### config.mk
export PLATFORM = sky130hd
export DESIGN_NAME = net_host_pins
export DESIGN_NICKNAME = d
export VERILOG_FILES = /design/src/logic/min_pulse_check.v /design/src/logic/net_host_pins.v
export VERILOG_INCLUDE_DIRS = /design/src /design/src/logic
export SDC_FILE = /design/constraint.sdc
export NUM_CORES = 1
export LEC_CHECK = 0
export BUFFER_PORTS_ARGS = -buffer_cell sky130_fd_sc_hd__buf_2
export CAP_MARGIN = 5
export CORE_UTILIZATION = 40
export CTS_CLUSTER_SIZE = 8
export DETAILED_ROUTE_END_ITERATION = 16
export PLACE_DENSITY_LB_ADDON = 0.1
export SETUP_SLACK_MARGIN = 0.05
export SLEW_MARGIN = 10
export SYNTH_ARGS = -nofsm -noshare
export SYNTH_HDL_FRONTEND = slang
export SYNTH_SLANG_ARGS = --single-unit
### constraint.sdc
create_clock -name clk_i -period 4.2 [get_ports clk_i]
set_input_delay 0.84 -clock clk_i [delete_from_list [all_inputs] [get_ports clk_i]]
set_output_delay 0.84 -clock clk_i [all_outputs]
set_load 0.01 [all_outputs]
### src/logic/net_host_pins_map.vh
// constants for the network module host pin and status glue
// assumes a 40 MHz clock on clk_i
`ifndef NET_HOST_PINS_MAP_VH
`define NET_HOST_PINS_MAP_VH
`define MODE_CLOCKED     2'h0
`define MODE_EXT_CLOCKED 2'h1
`define MODE_NON_CLOCKED 2'h2
`define MODE_I2C         2'h3
`define CLK_MHZ          40
`define CTRL_RST_MIN_US  10
`define CTRL_RST_CYCLES  (`CTRL_RST_MIN_US * `CLK_MHZ)
`define PHY_RST_MIN_MS   10
`define PHY_RST_CYCLES   (`PHY_RST_MIN_MS * 1000 * `CLK_MHZ)
`define BLINK_HALF_MS    50
`define BLINK_HALF_CYCLES (`BLINK_HALF_MS * 1000 * `CLK_MHZ)
`define IRQ_BITS         8
`define ADDR_BITS        15
`define DATA_BITS        8
`define I2C_ADDR_LSB     8
`define CNT_BITS         24
`endif

### src/logic/min_pulse_check.v
// counts how long an active-low reset level has been held
// assumes the level is synchronous to clk_i
`timescale 1ns/100ps
`include "net_host_pins_map.vh"
module min_pulse_check #(
  parameter [23:0] MIN_CYCLES = 24'h000190
) (
  input  wire       clk_i,
  input  wire       nrst_i,
  input  wire       en_i,
  input  wire       level_n_i,
  output reg        done_o
);
  reg [23:0] cnt;
  always @(posedge clk_i or negedge nrst_i) begin
    if (!nrst_i) begin
      cnt    <= 24'h000000;
      done_o <= 1'b0;
    end else if (en_i) begin
      if (level_n_i) begin
        cnt <= 24'h000000;
      end else if (cnt != MIN_CYCLES) begin
        cnt <= cnt + 24'h000001;
      end
      done_o <= !level_n_i && (cnt == MIN_CYCLES);
    end
  end
endmodule // min_pulse_check

### src/logic/net_host_pins.v
// host pin glue and network status indicators of the network module
// assumes every input but host_side_clock_in_i and the async nrst_i synchronous to clk_i; controller core sits outside
`timescale 1ns/100ps
`include "net_host_pins_map.vh"
module net_host_pins #(
  parameter [23:0] CTRL_RST_CYCLES   = `CTRL_RST_CYCLES,
  parameter [23:0] PHY_RST_CYCLES    = `PHY_RST_CYCLES,
  parameter [23:0] BLINK_HALF_CYCLES = `BLINK_HALF_CYCLES
) (
  input  wire        clk_i,
  input  wire        nrst_i,
  input  wire        ce_i,
  input  wire [1:0]  host_if_strap_i,
  input  wire        host_side_clock_in_i,
  input  wire [14:0] addr_i,
  input  wire [7:0]  data_i,
  input  wire        select_n_i,
  input  wire        read_n_i,
  input  wire        write_n_i,
  input  wire        ctrl_reset_n_i,
  input  wire        phy_reset_n_i,
  input  wire [7:0]  irq_event_i,
  input  wire        irq_status_wr_i,
  input  wire        irq_mask_wr_i,
  input  wire [7:0]  reg_wdata_i,
  input  wire        collision_i,
  input  wire        link_up_i,
  input  wire        speed_100_i,
  input  wire        full_duplex_i,
  input  wire        traffic_i,
  output reg  [1:0]  host_if_mode_o,
  output reg         ext_clock_sel_o,
  output reg  [14:0] bus_addr_o,
  output reg  [6:0]  i2c_dev_addr_o,
  output reg  [7:0]  data_o,
  output reg         data_oe_o,
  output reg         bus_read_o,
  output reg         bus_write_o,
  output reg         host_clk_sample_o,
  output reg  [7:0]  irq_status_o,
  output reg  [7:0]  irq_mask_reg_o,
  output reg         int_n_o,
  output reg         collision_led_n_o,
  output reg         fast_link_activity_led_n_o,
  output reg         slow_link_activity_led_n_o,
  output reg         duplex_led_n_o,
  output reg         link_led_n_o,
  output reg         ctrl_in_reset_o,
  output reg         phy_ready_o
);
  wire       ctrl_rst_done;
  wire       phy_rst_done;
  reg  [1:0] mode;
  reg  [1:0] host_clk_sync;
  reg  [23:0] blink_cnt;
  reg        blink;
  reg        act_hold;
  reg  [7:0] next_status;
  wire       bus_mode;
  wire       blink_led;

  min_pulse_check #(.MIN_CYCLES(CTRL_RST_CYCLES)) u_ctrl_rst (
    .clk_i     (clk_i),
    .nrst_i    (nrst_i),
    .en_i      (ce_i),
    .level_n_i (ctrl_reset_n_i),
    .done_o    (ctrl_rst_done)
  );

  min_pulse_check #(.MIN_CYCLES(PHY_RST_CYCLES)) u_phy_rst (
    .clk_i     (clk_i),
    .nrst_i    (nrst_i),
    .en_i      (ce_i),
    .level_n_i (phy_reset_n_i),
    .done_o    (phy_rst_done)
  );

  assign bus_mode  = (mode != `MODE_I2C);
  // activity blink gated by act_hold: dark phase only while traffic seen
  assign blink_led = act_hold ? blink : 1'b0;

  // set wins over the host clear of the same bit
  always @* begin
    next_status = irq_status_o;
    if (irq_status_wr_i) begin
      next_status = next_status & ~reg_wdata_i;
    end
    next_status = next_status | irq_event_i;
  end

  always @(posedge clk_i or negedge nrst_i) begin
    if (!nrst_i) begin
      mode                       <= `MODE_CLOCKED;
      host_if_mode_o             <= `MODE_CLOCKED;
      ext_clock_sel_o            <= 1'b0;
      bus_addr_o                 <= 15'h0000;
      i2c_dev_addr_o             <= 7'h00;
      data_o                     <= 8'h00;
      data_oe_o                  <= 1'b0;
      bus_read_o                 <= 1'b0;
      bus_write_o                <= 1'b0;
      host_clk_sync              <= 2'h0;
      host_clk_sample_o          <= 1'b0;
      irq_status_o               <= 8'h00;
      irq_mask_reg_o             <= 8'h00;
      int_n_o                    <= 1'b1;
      collision_led_n_o          <= 1'b1;
      fast_link_activity_led_n_o <= 1'b1;
      slow_link_activity_led_n_o <= 1'b1;
      duplex_led_n_o             <= 1'b1;
      link_led_n_o               <= 1'b1;
      blink_cnt                  <= 24'h000000;
      blink                      <= 1'b0;
      act_hold                   <= 1'b0;
      ctrl_in_reset_o            <= 1'b0;
      phy_ready_o                <= 1'b0;
    end else if (ce_i) begin
      ctrl_in_reset_o <= !ctrl_reset_n_i;
      phy_ready_o     <= phy_reset_n_i ? (phy_ready_o | phy_rst_done) : phy_rst_done;
      if (ctrl_rst_done) begin
        // straps resampled at every qualified reset; open pins read zero
        mode            <= host_if_strap_i;
        host_if_mode_o  <= host_if_strap_i;
        ext_clock_sel_o <= (host_if_strap_i == `MODE_EXT_CLOCKED);
        irq_status_o    <= 8'h00;
        irq_mask_reg_o  <= 8'h00;
        int_n_o         <= 1'b1;
        data_oe_o       <= 1'b0;
        bus_read_o      <= 1'b0;
        bus_write_o     <= 1'b0;
      end else begin
        irq_status_o <= next_status;
        if (irq_mask_wr_i) begin
          irq_mask_reg_o <= reg_wdata_i;
        end
        // same-edge mask load counts, so the pin never lags the mask it shows
        int_n_o <= ~|(next_status & (irq_mask_wr_i ? reg_wdata_i : irq_mask_reg_o));
        // strobes taken active low, only in bus modes
        bus_read_o  <= bus_mode && !select_n_i && !read_n_i;
        bus_write_o <= bus_mode && !select_n_i && !write_n_i && read_n_i;
        data_oe_o   <= bus_mode && !select_n_i && !read_n_i;
        if (bus_mode && !select_n_i && !write_n_i) begin
          data_o <= data_i;
        end
        if (bus_mode) begin
          bus_addr_o <= addr_i;
        end else begin
          i2c_dev_addr_o <= addr_i[14:`I2C_ADDR_LSB];
        end
      end
      // two flops; only the second one is used
      host_clk_sync     <= {host_clk_sync[0], host_side_clock_in_i};
      host_clk_sample_o <= ext_clock_sel_o ? host_clk_sync[1] : 1'b0;
      // fixed half period keeps the blink visible whatever the traffic
      if (blink_cnt >= BLINK_HALF_CYCLES - 24'h000001) begin
        blink_cnt <= 24'h000000;
        blink     <= ~blink;
        act_hold  <= traffic_i;
      end else begin
        blink_cnt <= blink_cnt + 24'h000001;
        if (traffic_i) begin
          act_hold <= 1'b1;
        end
      end
      collision_led_n_o          <= ~collision_i;
      fast_link_activity_led_n_o <= ~(link_up_i && speed_100_i) | blink_led;
      slow_link_activity_led_n_o <= ~(link_up_i && !speed_100_i) | blink_led;
      duplex_led_n_o             <= ~full_duplex_i;
      link_led_n_o               <= ~link_up_i;
    end
  end
endmodule // net_host_pins

==> metrics.txt, run 1 <==
Slew Viols, Final=0; fin util=48.96%; Synth Flop Type=dfrtp_1; LEAKAGE=3.669 nW; layout cells sized above 1=28.77%; Hold WS=467.2 ps; Fmax=405.7 MHz; P_sw=947.3 uW; Startpoint Class=input pin; critical path required time=4500 ps; Max VDD drop=0.3324 mV; I/O Pins=118; starting density of the core=41.00%; largest net degree at the start of global routing=95; Die Y=132.6 um; Clock Skew=10.66 ps; 1st-iter DRT viols=254; postcts setup bufs=0; slew margin rel.=40.83%; GR Util met1=24.19%; Avg Inst Size Synth=10.53 sq um; Post-synth ARST share=100.0%; total global routing overflow=0; EDFF count, synth=0; Fin Setup TNS=0 ps; sequential fraction of the synthesis area=50.72%; synth top area cells=dfrtp_1, mux2_2, nor2_1, xnor2_1, a21oi_1; Vias/cell=5.339; clock share of power=42.8%; met2 Track Usage GR=31.35%; Yosys top cell area share=48.40%; TritonCTS buffer count=17; worst path arrival time=2770 ps; Net Count, Synth=710; Post-Route WL=15.96 mm; drt wl/cell=16.03 um; Tcrit/Tclk final=58.69%; Layout area overhead=19.40%; Reg clk slew, reported paths=60 ps; port buffer count=117; post-route minimum period=2465 ps; Layout Nets=824; global-route wire length before repair=26.81 mm; status=finished clean; H-tree depth=4; DRC=0; # setup viols final=0; pwr dens=407.4 nW/um^2; TritonCTS clock tree=done; met3 GRT Util=5.632%; FP Rows=47; CP max FO=23; full die area=17590 sq um; clk sinks=138; Yosys top cell by area=dfrtp_1; Internal Dissipation=2.372 mW; First-pass DRT Iterations=4; Hold Crit Class=reg -> reg; Antenna Violating Nets Remaining=0; GRT busiest layer=met2; Combinational Power Share=11.4%; Root Buffer=clkbuf_16; initial antenna violation count=2; DR vias=5318; FF+latch count, synth=138; chip width=132.6 um; post_cts resized=0; Worst Setup End Kind=flip-flop; synthesized area=6824 sq um; vias in the first global route=5422; slew of the pin with the lowest slew margin=887.6 ps; Unique masters post-synth=72; sequential power share=45.8%; Skew-Pair Late Insertion Delay=420 ps; hpwl dp=11.11 mm; crit path kind=in -> reg; Final GP Congestion=0.8248; Yosys warnings=0; Core Box Area=16640 sq um; RSZ-0062 raised after global routing=no; Post-Syn Instances=648; Max Cap Viol=0; switch share=28.54%; Overall Power=3.320 mW; CTS Buffer Depth=2; hold bufs inserted after CTS=0; GRT Total Usage=19.21%; final count of hold timing violations=0
==> worst max-delay path, stage by stage <==
cell and delay (ps):
buf_2 380, inv_1 140, nor2_2 230, nand2_2 330, nor3_4 440, mux2_2 390
==> final timing paths <==
path | from | endpoint | slack, ps | cells after the start
setup / recovery | ce_i | data_o[0] | 1740 | 6
hold / removal | blink | blink | 470 | 1
setup reg to reg | u_ctrl_rst.done_o | data_o[0] | 1940 | 4
hold reg to reg | blink | blink | 470 | 1
max in group asynchronous | nrst_i | blink_cnt[22] | 2800 | 2
min in group asynchronous | nrst_i | irq_status_o[1] | 490 | 1
==> layer usage <==
metal,part of all wire (%),wire length [um],vias up
li1,-,-,2549
met1,45,7244,2642
met2,49,7770,103
met3,4.4,697,22
met4,1.5,234,2
met5,0.081,13,-
==> logic make-up (layout without fill, tap and decap cells) <==
| group | after synthesis | count (layout) | share of synthesized area, % |
|---|---|---|---|
| other cells | 0 | 1 | 0 |
| fa+ha+maj | 5 | 5 | 0.9168 |
| flops | 138 | 138 | 50.72 |
| simple gates | 251 | 251 | 20.88 |
| buf+inv | 47 | 174 | 3.062 |
| xor+xnor | 44 | 44 | 5.647 |
| compound gates | 126 | 126 | 12.72 |
| mux | 37 | 37 | 6.051 |
==> through the flow <==
stage	cell area [sq um]	std cells	setup slack, ps
2_1_floorplan	6824	648	2167
3_3_place_gp	7591	963	1370
3_5_place_dp	7591	963	1242
4_1_cts	8145	995	1694
5_1_grt	8148	996	1573
6_report	8148	996	1735
==> registers in the layout, summed over array words and instances, names as in the netlist, 2 cells and up <==
name	cells
blink_cnt	24
mode	2
irq_mask_reg_o	8
data_o	8
u_phy_rst.cnt	24
host_clk_sync	2
irq_status_o	8
u_ctrl_rst.cnt	24
bus_addr_o	15
i2c_dev_addr_o	7
==> cells in the final DEF, fill, tap and decap left out, types with 4 or more instances in the layout <==
| master | n |
|---|---|
| dfstp_2 | 6 |
| xor2_1 | 16 |
| nor3_1 | 17 |
| buf_4 | 4 |
| clkbuf_16 | 17 |
| a21oi_1 | 34 |
| and3_1 | 13 |
| nor2b_1 | 9 |
| o22ai_1 | 6 |
| a21boi_0 | 7 |
| xnor2_1 | 28 |
| inv_6 | 7 |
| nand2_1 | 41 |
| dfrtp_1 | 132 |
| mux2_2 | 33 |
| nand2b_1 | 6 |
| o21ai_0 | 28 |
| inv_1 | 21 |
| and4_1 | 7 |
| nand4_1 | 13 |
| nand3_1 | 21 |
| nor2_1 | 69 |
| a31oi_1 | 4 |
| and2_1 | 5 |
| buf_2 | 116 |
| or3_1 | 8 |
| ha_1 | 5 |
| nor4_1 | 13 |
| o2bb2ai_1 | 16 |
==> layout make-up <==
class	count	area, sq um
fillers	1535	8494
multi-input cells	463	3154
repair buffers	121	621.8
clock buffers	17	425.4
diodes	1	2.502
flip-flops and latches	138	3461
well taps	220	275.3
inverters	21	78.83
clock inverters	15	128.9
==> power groups by stage <==
stage / registers (mW) / logic (mW) / clock network, mW
CTS: 1.52 / 0.387 / 1.46
detailed placement: 1.54 / 0.386 / 0
global route: 1.53 / 0.425 / 1.53
global placement: 1.54 / 0.379 / 0
finish: 1.52 / 0.380 / 1.42
floorplan: 1.55 / 0.198 / 0
==> Yosys cell counts (7+ instances only) <==
master	n
a21boi_0	7
a21oi_1	34
and3_1	13
and4_1	7
clkbuf_1	15
dfrtp_1	132
inv_1	21
mux2_2	33
nand2_1	41
nand3_1	21
nand4_1	13
nor2_1	69
nor2b_1	9
nor3_1	17
nor4_1	13
o21ai_0	28
o2bb2ai_1	16
or3_1	8
xnor2_1	28
xor2_1	16
(Power assumes the default switching activity.)
==> run 2, diff against run 1 <==
Clock period 4.2 ns to 2.2 ns, I/O delays scaled along.
==> metrics.txt, run 2 (synthesized netlist as in run 1, its figures left out) <==
status=finished clean; port buffer count=117; slew margin rel.=52.02%; Finished Layout Cells=1007; postcts setup bufs=0; Layout area overhead=21.45%; Vias/cell=5.333; CP Buf/Inv Count=0; Core Box Area=16640 sq um; Hold WS=191.2 ps; met3 wire length=664 um; clk sinks=138; most frequent CP cell=a21oi_4; Antenna Violating Nets Remaining=0; TritonCTS buffer count=17; commonest non-fill, non-tap cell in the layout=dfrtp_1; commonest cells after routing, fill and taps aside=dfrtp_1, buf_2, nor2_1; # setup viols final=0; antenna diode count=0; I/O Pins=118; post-route minimum period=1935 ps; drt wl/cell=15.89 um; final count of hold timing violations=0; full die area=17590 sq um; critical path's top delay family=compound AO/OA/AOI/OAI gates; DR WL met2=7.815 mm; layout cells sized above 1=29.35%; post_cts resized=0; Max Used Layer=met4; Startpoint Class=flip-flop; H-tree depth=4; Slew Viols, Final=0; design area=8288 sq um; vias in the first global route=5453; Crit path depth=6; Reg clk slew, reported paths=60 ps; GRT Total Usage=19.52%; Largest stage delay, worst path=470 ps; Fin Setup TNS=0 ps; Layout Nets=836; Max VDD drop=0.5095 mV; LEAKAGE=3.733 nW; Root Buffer=clkbuf_16; First-pass DRT Iterations=4; placed cell areas=7699 sq um; Regs by FF count=blink_cnt (24), u_ctrl_rst.cnt (24), u_phy_rst.cnt (24); CTS Buffer Depth=2; Skew-Pair Late Insertion Delay=420 ps; worst path arrival time=2210 ps; global-route wire length before repair=27.37 mm; DRC=0; placed cells=974; largest net degree at the start of global routing=50; 1st-iter DRT viols=212; CP max FO=19; slew of the pin with the lowest slew margin=719.8 ps; FP Rows=47; Post-Route WL=16.00 mm; WHS Path Cells=2; TritonCTS clock tree=done; Fillers=1557; Worst Setup End Kind=flip-flop; chip width=132.6 um; total global routing overflow=0; crit path kind=reg -> reg; Critical Path, Cell by Cell=ha_1 > nand2_1 > o21bai_1 > a21oi_4 > a21oi_4 > o21ai_0; pwr dens=780.6 nW/um^2; starting density of the core=41.00%; Final GP Congestion=0.7684; Fmax=516.7 MHz; critical path required time=2470 ps; Hold Crit Class=in -> reg; wire length on met1=7.336 mm; Clock Skew=13.38 ps; initial antenna violation count=0; Max Cap Viol=0; r2r worst-path depth=6; hpwl dp=11.44 mm; DR vias=5370; Critical-path top delay cell=a21oi_4; Tcrit/Tclk final=87.96%; RSZ-0062 raised after global routing=no; Die Y=132.6 um
-- run 2: cell count changes in the layout (fill, tap and decap cells not counted), sizes merged --
cell,delta
inv,-6
clkinvlp,+2
buf,+11
diode,-1
clkbuf,+3
bufinv,+2
dlygate4sd3,+1
clkinv,-1
-- run 2: layer usage --
| metal | vias to the layer above | track usage, % |
|---|---|---|
| li1 | 2585 | - |
| met1 | 2660 | 25.79 |
| met4 | 0 | 5.875 |
| met2 | 107 | 31.61 |
| met5 | - | 0 |
| met3 | 18 | 4.866 |
-- run 2: area by class of cell --
cell class	count	area [sq um]	area share [%]
sequential	138	3461	41.76
clock inverter	12	142.6	1.721
tap	220	275.3	3.321
inverter	21	78.83	0.9511
multi-input combinational	463	3154	38.06
timing repair buffer	133	739.5	8.922
clock buffer	20	436.7	5.269
-- run 2: timing repair --
action                                  CTS  global route
endpoints found under the setup margin    0             0
hold buffers                              1             0
hold endpoints to repair                 43             0
-- run 2: final timing paths --
check	from	end	slack (ps)
setup reg to reg	blink_cnt[0]	act_hold	260
setup / recovery	blink_cnt[0]	act_hold	260
max in group asynchronous	nrst_i	fast_link_activity_led_n_o	1020
min in group asynchronous	nrst_i	irq_status_o[0]	530
hold reg to reg	blink	blink	460
hold / removal	full_duplex_i	duplex_led_n_o	190
-- run 2: worst reg2reg max path: stages, from the launching register on --
cell and delay (ps):
dfrtp_1 390, ha_1 230, nand2_1 150, o21bai_1 270
a21oi_4 160, a21oi_4 470, o21ai_0 140
-- run 2: power by group --
| group | switching, mW | leakage [nW] | internal, mW |
|---|---|---|---|
| clock network | 1.12 | 0.268 | 1.69 |
| registers | 0.173 | 1.76 | 2.73 |
| logic | 0.421 | 1.70 | 0.342 |
| total | 1.71 | 3.73 | 4.75 |
-- run 2: metrics by stage --
stage / worst slack [ps] / power [mW] / util [%]
2_1_floorplan: 465.1 / 3.339 / -
3_3_place_gp: 284.5 / 3.695 / 46.26
3_5_place_dp: 240.9 / 3.712 / 46.26
4_1_cts: 237.3 / 6.559 / 49.80
5_1_grt: 50.06 / 6.779 / 49.80
6_report: 264.8 / 6.469 / 49.80
